## src/rtl/trig_qual_pkg.sv

```systemverilog
// Package: register map, field enumerations and state of the trigger block
package trig_qual_pkg;

  localparam int        DATA_W        = 32;
  localparam int        NUM_SRC       = 4;
  localparam int        NUM_EXT       = 4;
  localparam int        CNT_W         = 16;

  // Register byte offsets
  localparam logic [7:0] CTRL_OFF     = 8'h00;
  localparam logic [7:0] LEVEL_OFF    = 8'h04;
  localparam logic [7:0] HYST_OFF     = 8'h08;
  localparam logic [7:0] BITS_OFF     = 8'h0c;
  localparam logic [7:0] MASK_OFF     = 8'h10;
  localparam logic [7:0] PMIN_OFF     = 8'h14;
  localparam logic [7:0] PMAX_OFF     = 8'h18;
  localparam logic [7:0] HOLD_OFF     = 8'h1c;
  localparam logic [7:0] IRQ_STAT_OFF = 8'h20;
  localparam logic [7:0] IRQ_MASK_OFF = 8'h24;
  localparam logic [7:0] STATE_OFF    = 8'h28;

  // CTRL field positions
  localparam int        MODE_LSB      = 0;
  localparam int        SRC_LSB       = 4;
  localparam int        EDGE_LSB      = 8;
  localparam int        PTYPE_LSB     = 10;
  localparam int        EXT_LSB       = 12;
  localparam int        LPF_EN_BIT    = 14;
  localparam int        LPF_SH_LSB    = 16;

  // Reset values
  localparam logic [31:0] CTRL_RST    = 32'h0000_0000;
  localparam logic [31:0] ZERO_RST    = 32'h0000_0000;
  localparam logic [31:0] MASK_RST    = 32'hffff_ffff;

  // Interrupt status bits
  localparam int        IRQ_TRIG_BIT  = 0;
  localparam int        IRQ_QUAL_BIT  = 1;

  typedef enum logic [2:0] {
    MODE_CONT, MODE_EDGE, MODE_DIGITAL, MODE_PULSE,
    MODE_TRACK_EDGE, MODE_TRACK_PULSE, MODE_EXT
  } mode_type;

  typedef enum logic [1:0] {
    DIR_RISE, DIR_FALL, DIR_BOTH
  } dir_type;

  typedef enum logic [1:0] {
    PULSE_IDLE, PULSE_HIGH, PULSE_LOW
  } pulse_state_type;

  // One streamed sample set
  typedef struct packed {
    logic                            valid;
    logic [NUM_SRC-1:0][DATA_W-1:0]  analog;
    logic [DATA_W-1:0]               lines;
  } sample_type;

  typedef struct packed {
    logic [31:0]       ctrl;
    logic [31:0]       level;
    logic [31:0]       hyst;
    logic [31:0]       bits;
    logic [31:0]       mask;
    logic [31:0]       pmin;
    logic [31:0]       pmax;
    logic [31:0]       hold;
    logic [1:0]        irq_stat;
    logic [1:0]        irq_mask;
    logic              a_sel;
    logic              a_write;
    logic [7:0]        a_addr;
    logic [31:0]       rdata;
    logic              match_prev;
    logic              armed_hi;
    logic              armed_lo;
    logic signed [31:0] filt;
    logic signed [31:0] track;
    pulse_state_type   pst;
    logic [31:0]       pwidth;
    logic [31:0]       hold_cnt;
    logic [2:0]        ext0;
    logic [2:0]        ext1;
    logic [2:0]        ext2;
    logic [2:0]        ext3;
    logic              ext_prev;
    logic              trig;
    logic              irq;
  } state_type;

endpackage

```

## src/rtl/acquisition_trigger_qualifier.sv

```systemverilog
// Trigger qualifier: mode select, edge, digital, pulse, tracking, external
//
// Functional notes
// - Selectable trigger mode, seven kinds
// - Any one streamed signal is the source
// - Digital mode compares masked 32-bit lines
// - Digital trigger on first masked equality
// - Mask bit n maps to line n
// - Full 32-bit reference, all masked bits match
// - Effective value is reference AND mask
// - Edge uses level thresholds, hysteresis, filter
// - Edge direction rising, falling or both
// - Pulse width within minimum and maximum
// - Pulse polarity positive, negative or both
// - Tracking edge follows drift via filter
// - Tracking pulse qualifies width, follows drift
// - External trigger from one of four
// - Hysteresis side follows edge direction
// - Switchable filter, data path untouched
// - Hold-off count skips qualified triggers
//
// Chosen here: register access over AHB-Lite and the register addresses.
`timescale 1ns/1ps
module acquisition_trigger_qualifier (
  // Clock, reset, enable
  input  wire logic                       hclk,
  input  wire logic                       hresetn,
  input  wire logic                       clk_en,
  // AHB-Lite slave
  input  wire logic                       hsel,
  input  wire logic [31:0]                haddr,
  input  wire logic [1:0]                 htrans,
  input  wire logic                       hwrite,
  input  wire logic [2:0]                 hsize,
  input  wire logic [31:0]                hwdata,
  input  wire logic                       hready,
  output      logic [31:0]                hrdata,
  output      logic                       hreadyout,
  output      logic                       hresp,
  // Streamed samples
  input  wire trig_qual_pkg::sample_type  sample,
  // External trigger pins, asynchronous
  input  wire logic [3:0]                 external_input_trigger,
  // Results
  output      logic                       trig_event,
  output      logic                       ext_state,
  output      logic                       irq
);

  trig_qual_pkg::state_type s_reg;
  trig_qual_pkg::state_type s_next;

  // Control fields
  trig_qual_pkg::mode_type mode;
  trig_qual_pkg::dir_type  dir;
  trig_qual_pkg::dir_type  ptype;
  logic [1:0]              src_sel;
  logic [1:0]              ext_sel;
  logic                    lpf_en;
  logic [4:0]              lpf_sh;
  logic signed [31:0]      raw;
  logic signed [31:0]      cmp_src;
  logic signed [31:0]      lvl;
  logic signed [31:0]      hy;
  logic                    above_hi;
  logic                    below_lo;
  logic                    rise_x;
  logic                    fall_x;
  logic                    match_now;
  logic                    pulse_ok;
  logic                    qual;
  logic                    pass;
  logic [3:0]              ext_sync;
  logic [3:0]              ext_mid;
  logic                    ext_now;

  assign mode    = trig_qual_pkg::mode_type'(s_reg.ctrl[trig_qual_pkg::MODE_LSB +: 3]);
  assign src_sel = s_reg.ctrl[trig_qual_pkg::SRC_LSB +: 2];
  assign dir     = trig_qual_pkg::dir_type'(s_reg.ctrl[trig_qual_pkg::EDGE_LSB +: 2]);
  assign ptype   = trig_qual_pkg::dir_type'(s_reg.ctrl[trig_qual_pkg::PTYPE_LSB +: 2]);
  assign ext_sel = s_reg.ctrl[trig_qual_pkg::EXT_LSB +: 2];
  assign lpf_en  = s_reg.ctrl[trig_qual_pkg::LPF_EN_BIT];
  assign lpf_sh  = s_reg.ctrl[trig_qual_pkg::LPF_SH_LSB +: 5];

  // Masked digital compare, shared by both sides of the equality
  function automatic logic [31:0] masked(input logic [31:0] v,
                                         input logic [31:0] m);
    masked = v & m;
  endfunction

  // Qualifier combinational path
  always_comb begin
    raw = $signed(sample.analog[src_sel]);
    // Filter feeds only the comparator; recorded data untouched
    cmp_src = lpf_en && (mode == trig_qual_pkg::MODE_EDGE ||
              mode == trig_qual_pkg::MODE_PULSE) ? s_reg.filt : raw;
    // Tracking modes compare against the slow filtered baseline
    lvl = (mode == trig_qual_pkg::MODE_TRACK_EDGE ||
           mode == trig_qual_pkg::MODE_TRACK_PULSE) ?
          s_reg.track + $signed(s_reg.level) : $signed(s_reg.level);
    hy  = $signed(s_reg.hyst);
    // Thresholds placed per direction
    above_hi = (dir == trig_qual_pkg::DIR_RISE) ? cmp_src >= lvl :
               cmp_src >= lvl + hy;
    below_lo = (dir == trig_qual_pkg::DIR_FALL) ? cmp_src <= lvl :
               cmp_src <= lvl - hy;
    rise_x = s_reg.armed_lo && above_hi;
    fall_x = s_reg.armed_hi && below_lo;
    match_now = masked(sample.lines, s_reg.mask) ==
                masked(s_reg.bits, s_reg.mask);
    // A pin change counts only once the last two stages agree
    ext_sync = {s_reg.ext3[2], s_reg.ext2[2], s_reg.ext1[2], s_reg.ext0[2]};
    ext_mid  = {s_reg.ext3[1], s_reg.ext2[1], s_reg.ext1[1], s_reg.ext0[1]};
    ext_now  = (ext_sync[ext_sel] == ext_mid[ext_sel]) ?
               ext_sync[ext_sel] : s_reg.ext_prev;
    pulse_ok = s_reg.pwidth >= s_reg.pmin && s_reg.pwidth <= s_reg.pmax;
    qual = 1'b0;
    unique case (mode)
      trig_qual_pkg::MODE_CONT:    qual = 1'b1;
      trig_qual_pkg::MODE_DIGITAL: qual = match_now && !s_reg.match_prev;
      trig_qual_pkg::MODE_EDGE,
      trig_qual_pkg::MODE_TRACK_EDGE:
        qual = (dir != trig_qual_pkg::DIR_FALL && rise_x) ||
               (dir != trig_qual_pkg::DIR_RISE && fall_x);
      trig_qual_pkg::MODE_PULSE,
      trig_qual_pkg::MODE_TRACK_PULSE:
        qual = pulse_ok &&
               ((s_reg.pst == trig_qual_pkg::PULSE_HIGH && fall_x &&
                 ptype != trig_qual_pkg::DIR_FALL) ||
                (s_reg.pst == trig_qual_pkg::PULSE_LOW && rise_x &&
                 ptype != trig_qual_pkg::DIR_RISE));
      trig_qual_pkg::MODE_EXT:     qual = ext_now && !s_reg.ext_prev;
      default:                     qual = 1'b0;
    endcase
    // External pins are not tied to the sample strobe
    qual = qual && (sample.valid || mode == trig_qual_pkg::MODE_EXT);
    pass = qual && (s_reg.hold_cnt == 32'h0000_0000);
  end

  // Next-state: bus, qualifier history, interrupts
  always_comb begin
    s_next = s_reg;
    s_next.trig = 1'b0;
    // Pin synchronisers, three stages each
    s_next.ext0 = {s_reg.ext0[1:0], external_input_trigger[0]};
    s_next.ext1 = {s_reg.ext1[1:0], external_input_trigger[1]};
    s_next.ext2 = {s_reg.ext2[1:0], external_input_trigger[2]};
    s_next.ext3 = {s_reg.ext3[1:0], external_input_trigger[3]};
    s_next.ext_prev = ext_now;
    if (sample.valid) begin
      s_next.match_prev = match_now;
      if (above_hi) s_next.armed_hi = 1'b1;
      if (below_lo) s_next.armed_lo = 1'b1;
      if (rise_x) s_next.armed_lo = 1'b0;
      if (fall_x) s_next.armed_hi = 1'b0;
      // First-order low-pass, shift sets the bandwidth
      s_next.filt  = s_reg.filt + ((raw - s_reg.filt) >>> lpf_sh);
      s_next.track = s_reg.track + ((raw - s_reg.track) >>> lpf_sh);
      // Each crossing closes one excursion and opens the next,
      // so a negative pulse is seen right after a positive one
      if (rise_x) begin
        s_next.pst    = trig_qual_pkg::PULSE_HIGH;
        s_next.pwidth = 32'h0000_0001;
      end else if (fall_x) begin
        s_next.pst    = trig_qual_pkg::PULSE_LOW;
        s_next.pwidth = 32'h0000_0001;
      end else if (s_reg.pst != trig_qual_pkg::PULSE_IDLE) begin
        s_next.pwidth = s_reg.pwidth + 32'h0000_0001;
      end
    end
    // Hold-off counting of skipped triggers
    if (qual) begin
      s_next.hold_cnt = pass ? s_reg.hold : s_reg.hold_cnt - 32'h0000_0001;
    end
    s_next.trig = pass;
    // Bus address phase capture
    if (hready) begin
      s_next.a_sel   = hsel && htrans[1];
      s_next.a_write = hwrite;
      s_next.a_addr  = haddr[7:0];
    end
    // Data phase write
    if (s_reg.a_sel && s_reg.a_write) begin
      unique case (s_reg.a_addr)
        trig_qual_pkg::CTRL_OFF:  s_next.ctrl  = hwdata;
        trig_qual_pkg::LEVEL_OFF: s_next.level = hwdata;
        trig_qual_pkg::HYST_OFF:  s_next.hyst  = hwdata;
        trig_qual_pkg::BITS_OFF:  s_next.bits  = hwdata;
        trig_qual_pkg::MASK_OFF:  s_next.mask  = hwdata;
        trig_qual_pkg::PMIN_OFF:  s_next.pmin  = hwdata;
        trig_qual_pkg::PMAX_OFF:  s_next.pmax  = hwdata;
        trig_qual_pkg::HOLD_OFF: begin
          s_next.hold     = hwdata;
          s_next.hold_cnt = 32'h0000_0000;
        end
        trig_qual_pkg::IRQ_STAT_OFF:
          s_next.irq_stat = s_reg.irq_stat & ~hwdata[1:0];
        trig_qual_pkg::IRQ_MASK_OFF: s_next.irq_mask = hwdata[1:0];
        default: ;
      endcase
    end
    // Event sets win over a same-cycle clear
    if (pass) s_next.irq_stat[trig_qual_pkg::IRQ_TRIG_BIT] = 1'b1;
    if (qual) s_next.irq_stat[trig_qual_pkg::IRQ_QUAL_BIT] = 1'b1;
    s_next.irq = |(s_next.irq_stat & s_next.irq_mask);
    // Read data registered for the data phase
    s_next.rdata = 32'h0000_0000;
    if (hready && hsel && htrans[1] && !hwrite) begin
      unique case (haddr[7:0])
        trig_qual_pkg::CTRL_OFF:     s_next.rdata = s_next.ctrl;
        trig_qual_pkg::LEVEL_OFF:    s_next.rdata = s_next.level;
        trig_qual_pkg::HYST_OFF:     s_next.rdata = s_next.hyst;
        trig_qual_pkg::BITS_OFF:     s_next.rdata = s_next.bits;
        trig_qual_pkg::MASK_OFF:     s_next.rdata = s_next.mask;
        trig_qual_pkg::PMIN_OFF:     s_next.rdata = s_next.pmin;
        trig_qual_pkg::PMAX_OFF:     s_next.rdata = s_next.pmax;
        trig_qual_pkg::HOLD_OFF:     s_next.rdata = s_next.hold;
        trig_qual_pkg::IRQ_STAT_OFF: s_next.rdata = {30'h0, s_next.irq_stat};
        trig_qual_pkg::IRQ_MASK_OFF: s_next.rdata = {30'h0, s_next.irq_mask};
        trig_qual_pkg::STATE_OFF:
          s_next.rdata = {28'h0, s_next.pst, s_next.match_prev,
                          s_next.ext_prev};
        default:                     s_next.rdata = 32'h0000_0000;
      endcase
    end
  end

  // State register; clock enable freezes everything
  always_ff @(posedge hclk or negedge hresetn) begin
    if (!hresetn) begin
      s_reg      <= '0;
      s_reg.mask <= trig_qual_pkg::MASK_RST;
      s_reg.pst  <= trig_qual_pkg::PULSE_IDLE;
    end else if (clk_en) begin
      s_reg <= s_next;
    end
  end

  assign hrdata     = s_reg.rdata;
  assign hreadyout  = 1'b1;
  assign hresp      = 1'b0;
  assign trig_event = s_reg.trig;
  assign ext_state  = s_reg.ext_prev;
  assign irq        = s_reg.irq;

  // Trigger falls after one cycle unless the next trigger also passes
  property p_trig_single;
    @(posedge hclk) disable iff (!hresetn)
      clk_en && trig_event |=> !trig_event || $past(pass);
  endproperty
  a_trig_single: assert property (p_trig_single) else $error("trigger not pulse");

  property p_cont_every;
    @(posedge hclk) disable iff (!hresetn)
      clk_en && mode == trig_qual_pkg::MODE_CONT && sample.valid &&
      s_reg.hold == 32'h0 && s_reg.hold_cnt == 32'h0 |=> trig_event;
  endproperty
  a_cont_every: assert property (p_cont_every) else $error("continuous missed");

  property p_dig_edge;
    @(posedge hclk) disable iff (!hresetn)
      clk_en && mode == trig_qual_pkg::MODE_DIGITAL && qual |->
      match_now && !s_reg.match_prev;
  endproperty
  a_dig_edge: assert property (p_dig_edge) else $error("digital edge wrong");

  property p_match_prev;
    @(posedge hclk) disable iff (!hresetn)
      clk_en && sample.valid |=> s_reg.match_prev == $past(match_now);
  endproperty
  a_match_prev: assert property (p_match_prev) else $error("history lost");

  property p_hold_skip;
    @(posedge hclk) disable iff (!hresetn)
      clk_en && qual && s_reg.hold_cnt != 32'h0 |=> !trig_event;
  endproperty
  a_hold_skip: assert property (p_hold_skip) else $error("hold-off ignored");

  property p_pulse_width;
    @(posedge hclk) disable iff (!hresetn)
      pass && (mode == trig_qual_pkg::MODE_PULSE) |->
      s_reg.pwidth >= s_reg.pmin && s_reg.pwidth <= s_reg.pmax;
  endproperty
  a_pulse_width: assert property (p_pulse_width) else $error("pulse width bad");

  property p_irq_level;
    @(posedge hclk) disable iff (!hresetn)
      ##1 irq == |$past(s_next.irq_stat & s_next.irq_mask);
  endproperty
  a_irq_level: assert property (p_irq_level) else $error("irq level wrong");

  property p_ext_rise;
    @(posedge hclk) disable iff (!hresetn)
      clk_en && mode == trig_qual_pkg::MODE_EXT && qual |-> ext_now && !ext_state;
  endproperty
  a_ext_rise: assert property (p_ext_rise) else $error("external edge wrong");

  // A passed external trigger leaves the monitored state high
  property p_ext_seen;
    @(posedge hclk) disable iff (!hresetn)
      clk_en && mode == trig_qual_pkg::MODE_EXT && qual |=> ext_state;
  endproperty
  a_ext_seen: assert property (p_ext_seen) else $error("external state lost");

  // Rising-only edge mode never fires on a falling crossing
  property p_edge_rise;
    @(posedge hclk) disable iff (!hresetn)
      clk_en && mode == trig_qual_pkg::MODE_EDGE &&
      dir == trig_qual_pkg::DIR_RISE && qual |-> rise_x && !fall_x;
  endproperty
  a_edge_rise: assert property (p_edge_rise) else $error("edge direction");

  // No sample strobe, no analog or digital trigger
  property p_idle_quiet;
    @(posedge hclk) disable iff (!hresetn)
      clk_en && !sample.valid && mode != trig_qual_pkg::MODE_EXT
      |=> !trig_event;
  endproperty
  a_idle_quiet: assert property (p_idle_quiet) else $error("trigger w/o sample");

  // Below the hysteresis band the rising edge is re-armed
  property p_hyst_arm;
    @(posedge hclk) disable iff (!hresetn)
      clk_en && mode == trig_qual_pkg::MODE_EDGE &&
      dir == trig_qual_pkg::DIR_RISE && sample.valid && below_lo
      |=> s_reg.armed_lo;
  endproperty
  a_hyst_arm: assert property (p_hyst_arm) else $error("hysteresis arm");

  c_digital: cover property (@(posedge hclk) mode == trig_qual_pkg::MODE_DIGITAL && trig_event);
  c_edge:    cover property (@(posedge hclk) mode == trig_qual_pkg::MODE_EDGE && trig_event);
  c_pulse:   cover property (@(posedge hclk) mode == trig_qual_pkg::MODE_PULSE && trig_event);
  c_ext:     cover property (@(posedge hclk) mode == trig_qual_pkg::MODE_EXT && trig_event);

endmodule

```

## config.mk

```make
export PLATFORM = sky130hd
export DESIGN_NAME = acquisition_trigger_qualifier
export DESIGN_NICKNAME = d
export VERILOG_FILES = /design/src/rtl/trig_qual_pkg.sv /design/src/rtl/acquisition_trigger_qualifier.sv
export SDC_FILE = /design/constraint.sdc
export NUM_CORES = 2
export LEC_CHECK = 0
export BUFFER_PORTS_ARGS = -buffer_cell sky130_fd_sc_hd__buf_2
export CORE_ASPECT_RATIO = 2
export CORE_MARGIN = 4
export CORE_UTILIZATION = 69
export CTS_BUF_LIST = sky130_fd_sc_hd__clkbuf_2 sky130_fd_sc_hd__clkbuf_4 sky130_fd_sc_hd__clkbuf_8
export DETAILED_ROUTE_END_ITERATION = 8
export GPL_ROUTABILITY_DRIVEN = 0
export PLACE_DENSITY = 0.89
export SLEW_MARGIN = 20
export SYNTH_ARGS = -nofsm -noshare
export SYNTH_HDL_FRONTEND = slang
export SYNTH_SLANG_ARGS = --single-unit
```

## constraint.sdc

```tcl
create_clock -name hclk -period 21.2 [get_ports hclk]
set_input_delay 1.06 -clock hclk [delete_from_list [all_inputs] [get_ports hclk]]
set_output_delay 1.06 -clock hclk [all_outputs]
set_load 0.005 [all_outputs]
```

==> results of run 1 <==
==> per-layer routing <==
layer / GRT overflow / GRT usage
met4: 20 / 0.578
met2: 18 / 0.761
met3: 0 / 0.318
met5: 0 / 0.0622
met1: 0 / 0.499
==> synth_stat cells, drive strengths merged (70+ instances only) <==
| cell | instances | area (um^2) |
|---|---|---|
| a21o | 103 | 773 |
| xnor2 | 138 | 1210 |
| mux2 | 234 | 2640 |
| a21oi | 345 | 1730 |
| ha | 379 | 4740 |
| xor2 | 107 | 937 |
| dfrtp | 418 | 10500 |
| nand3 | 79 | 395 |
| mux2i | 314 | 3140 |
| nor2 | 326 | 1220 |
| o21ai | 286 | 1430 |
| inv | 287 | 1080 |
| nand2 | 423 | 1590 |
| clkbuf | 228 | 856 |
| o22ai | 138 | 863 |
| buf | 70 | 415 |
| nor3 | 81 | 417 |
==> through the flow <==
step	setup slack (ns)	cells
floorplan	12.72	4927
global placement	9.79	5714
detailed placement	9.61	5714
CTS	9.51	5841
==> kinds of logic after synthesis <==
logic type | share of synthesized area
AOI/OAI and AO/OA | 0.206
xor gates and xnor gates | 0.0502
adders and majority gates | 0.114
buffers and inverters | 0.0552
DFF | 0.264
muxes | 0.168
other | 0.000176
and+or+nand+nor | 0.141
==> impl_metrics.csv, run 1 <==
group,metric,value,unit
cts,cts_hold_buffers,0,
logic_synthesis,synth-edff-count,0,
place,numPortBuffers,246,
status,status,"did not finish",
place,place_area,44200,um^2
status,lastStage,"global routing (5_1_grt)",
cts,root_buffer,"clkbuf_8",
floorplanning,start_util,0.698,
global_route,grtUsageTotal,0.537,
cts,cts.sinks,450,
logic_synthesis,netlist_area,42700,um^2
cts,post_cts_buffers,0,
cts,clock_path_buffers,3,
logic_synthesis,syn-instance-count,4927,
status,stop_error,"[ERROR GRT-0116] Global routing finished with congestion. Check the congestion regions in the DRC Viewer.",
logic_synthesis,ys.flop_type,"dfrtp_1",
cts,post_cts_resized,0,
floorplanning,die_x,184,um
floorplanning,die_y,360,um
floorplanning,rows,128,
cts,htree_levels,3,
floorplanning,pin_count,277,
logic_synthesis,yosysWarnings,0,
global_route,grt_pass1_vias,47000,
global_route,grt_max_degree,107,
logic_synthesis,synth.distinct_cells,91,
global_route,gr-total-overflow,38,
global_route,grt_first_pass_wirelength,275,mm
logic_synthesis,syn-num-nets,5553,
place,dpl.hpwl,122,mm
logic_synthesis,avgSynthCellArea,8.67,um^2
logic_synthesis,ys_seq_area_frac,0.264,
cts,cts_inserted_buffers,70,
logic_synthesis,async_reset_ff_frac,1.00,
logic_synthesis,ys_ff_latch,450,
==> run 2: changes to the inputs <==
--- a/config.mk
+++ b/config.mk
@@ -6,13 +6,11 @@
 export NUM_CORES = 2
 export LEC_CHECK = 0
 export BUFFER_PORTS_ARGS = -buffer_cell sky130_fd_sc_hd__buf_2
-export CORE_ASPECT_RATIO = 2
 export CORE_MARGIN = 4
-export CORE_UTILIZATION = 69
-export CTS_BUF_LIST = sky130_fd_sc_hd__clkbuf_2 sky130_fd_sc_hd__clkbuf_4 sky130_fd_sc_hd__clkbuf_8
+export CORE_UTILIZATION = 40
 export DETAILED_ROUTE_END_ITERATION = 8
 export GPL_ROUTABILITY_DRIVEN = 0
-export PLACE_DENSITY = 0.89
+export PLACE_DENSITY_LB_ADDON = 0.15
 export SLEW_MARGIN = 20
 export SYNTH_ARGS = -nofsm -noshare
 export SYNTH_HDL_FRONTEND = slang
==> run 2 against run 1 <==
  * Synthesized cell count did not move
  * The flow now finishes without violations
  * Synthesized area is the same
==> impl_metrics.csv, run 2 <==
group,metric,value,unit
logic_synthesis,ys.flop_type,"dfrtp_1",
logic_synthesis,syn-instance-count,4927,
cts,htree_levels,2,
logic_synthesis,async_reset_ff_frac,1.00,
route,antenna_left,0,
cts,clkTransAtPathRegs,0.07,ns
floorplanning,die_y,335,um
global_route,grtUsageTotal,0.277,
cts,cts_hold_buffers,0,
worst_setup_path,critical_path_class,"reg2reg",
route,via_per_inst,6.03,
worst_setup_path,timing.rr.start,"s_reg[386]$_DFFE_PN0P_",
place,dpl.hpwl,123,mm
place,numPortBuffers,246,
logic_synthesis,syn-num-nets,5553,
final_layout,stdcell_count,6434,
worst_setup_path,reg2reg_slack,8.69,ns
route,drc,0,
global_route,grt_pass1_vias,35600,
cts,root_buffer,"clkbuf_16",
timing,grt_setup_unrepaired,"no",
power,p_leak,21.2,nW
worst_setup_path,critPathRequiredTime,21.75,ns
route,dr_total_vias,38800,
worst_setup_path,slowest_stage,"nor4_1",
final_layout,final_cell_mix,"nand2_1 (416), dfrtp_1 (412), ha_1 (379)",
global_route,grt_max_degree,110,
cts,clock_path_buffers,3,
status,status,"complete, no violations",
logic_synthesis,yosys.area.top_type,"dfrtp_1",
floorplanning,rows,119,
cts,cts_tree,"yes",
timing,tns,0,ns
worst_setup_path,cp-startpoint,"s_reg[386]$_DFFE_PN0P_",
logic_synthesis,synth_common_cells,"nand2_1 (423), dfrtp_1 (418), ha_1 (379)",
final_layout,largest_reg_flops,356,
cts,clk_latency,0.68,ns
run,maxCapViolCount,0,
cts,cts.sinks,450,
timing,setup_viol,0,
worst_setup_path,cp_max_fo,23,
floorplanning,pin_count,277,
worst_setup_path,rr_endpoint,"s_reg[22]$_DFFE_PN0P_",
timing,tightest_slew,1.22,ns
timing,maxSlewViolCount,0,
worst_setup_path,cp-endpoint,"s_reg[22]$_DFFE_PN0P_",
timing,finalClockSkew,0.0538,ns
timing,fin_crit_sh,0.590,
timing,final_hold_viol_count,0,
logic_synthesis,avgSynthCellArea,8.67,um^2
global_route,antenna_found_initial,9,
cts,post_cts_buffers,0,
cts,cts_inserted_buffers,54,
logic_synthesis,yosysWarnings,0,
logic_synthesis,yosys-top-cells-area,"dfrtp_1 (24%), ha_1 (11%), mux2i_1 (7.4%), mux2_2 (6.2%), a21oi_1 (4.0%)",
logic_synthesis,netlist_area,42700,um^2
final_layout,post-route-util,0.444,
final_layout,layout_commonest_cell,"nand2_1",
timing,timing.fmax,79.9,MHz
worst_setup_path,arrival,13.06,ns
final_layout,final_layout_size_suffix_gt1_frac,0.159,
worst_setup_path,start_kind,"flip-flop",
power,p_per_area,133,nW/um^2
floorplanning,core-area,106000,um^2
power,ir_drop,0.0768,mV
worst_setup_path,critPathMaxStageDelay,0.83,ns
worst_setup_path,ff2ff_path_depth,37,
worst_setup_path,endpoint_kind,"flip-flop",
logic_synthesis,synth_most_common_cell,"nand2_1",
logic_synthesis,ys_ff_latch,450,
logic_synthesis,synth_top_area_frac,0.245,
final_layout,syn2layout_area_growth,9.87,%
logic_synthesis,synth-edff-count,0,
route,wl_per_cell,25.1,um
place,dp.cells,6331,
logic_synthesis,ys_seq_area_frac,0.264,
global_route,gr-total-overflow,0,
min_path,hp-class,"in2async",
route,wl,161,mm
route,drtIter0Drc,4124,
timing,fin_crit,12.51,ns
final_layout,fillers,10500,
global_route,grt_first_pass_wirelength,236,mm
logic_synthesis,synth.distinct_cells,91,
cts,post_cts_resized,0,
floorplanning,fp.dieArea,112000,um^2
floorplanning,die_x,335,um
final_layout,nNetsFinal,5622,
floorplanning,start_util,0.404,
timing,relSlewSlack,0.178,
route,firstDrtPassIters,6,
==> run 2: worst min path at each step <==
stage | startpoint | to | slack (ns)
after detailed placement | hrdata[2]$_DFFE_PN0P_ | hrdata[2]$_DFFE_PN0P_ | 0.47
after global placement | s_reg[189]$_DFFE_PN0P_ | s_reg[189]$_DFFE_PN0P_ | 0.46
after global routing | s_reg[36]$_DFFE_PN0P_ | s_reg[36]$_DFFE_PN0P_ | 0.50
final | hresetn | s_reg[21]$_DFFE_PN0P_ | 0.47
after floorplan | s_reg[189]$_DFFE_PN0P_ | s_reg[189]$_DFFE_PN0P_ | 0.45
after CTS | s_reg[189]$_DFFE_PN0P_ | s_reg[189]$_DFFE_PN0P_ | 0.48
==> run 2: stage by stage <==
| step | area, um^2 | setup WS (ns) | power, mW | hold slack (ns) |
|---|---|---|---|---|
| final | 46900 | 8.69 | 6.22 | 0.474 |
| after CTS | 46900 | 9.02 | 6.13 | 0.482 |
| after global placement | 45000 | 9.11 | 5.06 | 0.459 |
| after detailed placement | 45100 | 9.17 | 5.09 | 0.468 |
| after floorplan | 42700 | 12.72 | 4.06 | 0.450 |
| after global routing | 46900 | 7.96 | 6.68 | 0.499 |
==> run 2: critical path: cells and delay by family, from the launching register on <==
family / cells / cell delay, ns
AND/OR/NAND/NOR: 13 / 4.04
buffers and inverters: 2 / 0.35
XOR/XNOR: 1 / 0.14
multiplexers: 1 / 0.21
AO/OA/AOI/OAI: 16 / 5.41
flip-flops: 1 / 0.72
adder cells (fa/ha/maj): 4 / 1.49
==> run 2: layout make-up <==
| cell class | count | area, um^2 | share of cell area |
|---|---|---|---|
| timing repair buffer | 311 | 1740 | 0.0370 |
| clock buffer | 70 | 1470 | 0.0313 |
| tap | 1391 | 1740 | 0.0371 |
| sequential | 450 | 11300 | 0.241 |
| multi-input combinational | 3889 | 29200 | 0.622 |
| clock inverter | 30 | 413 | 0.00880 |
| antenna | 3 | 7.51 | 0.000160 |
| inverter | 290 | 1090 | 0.0232 |
==> run 2: layer usage <==
metal  wire length, um  global-route usage  vias up
li1                  -                   -    18300
met1             75200               0.410    18900
met2             65800               0.395     1466
met3             15800              0.0789      229
met4              4460              0.0721       12
met5                77                   0        -
==> run 2: logic make-up (layout without fill, tap and decap cells) <==
group / Yosys count / count (layout) / synth area share
AO/OA/AOI/OAI: 1365 / 1365 / 0.206
AND/OR/NAND/NOR: 1280 / 1280 / 0.141
multiplexers: 611 / 611 / 0.168
buffers and inverters: 588 / 701 / 0.0552
flip-flops: 450 / 450 / 0.264
adder cells (fa/ha/maj): 386 / 386 / 0.114
XOR/XNOR: 245 / 245 / 0.0502
other: 2 / 5 / 0.000176
==> run 2: report_power, final <==
part | switching, mW | internal (mW)
combinational | 2.43 | 1.65
sequential | 0.147 | 0.990
clock | 0.421 | 0.589
total | 3.00 | 3.22
Power figures use the tool's default switching activity.
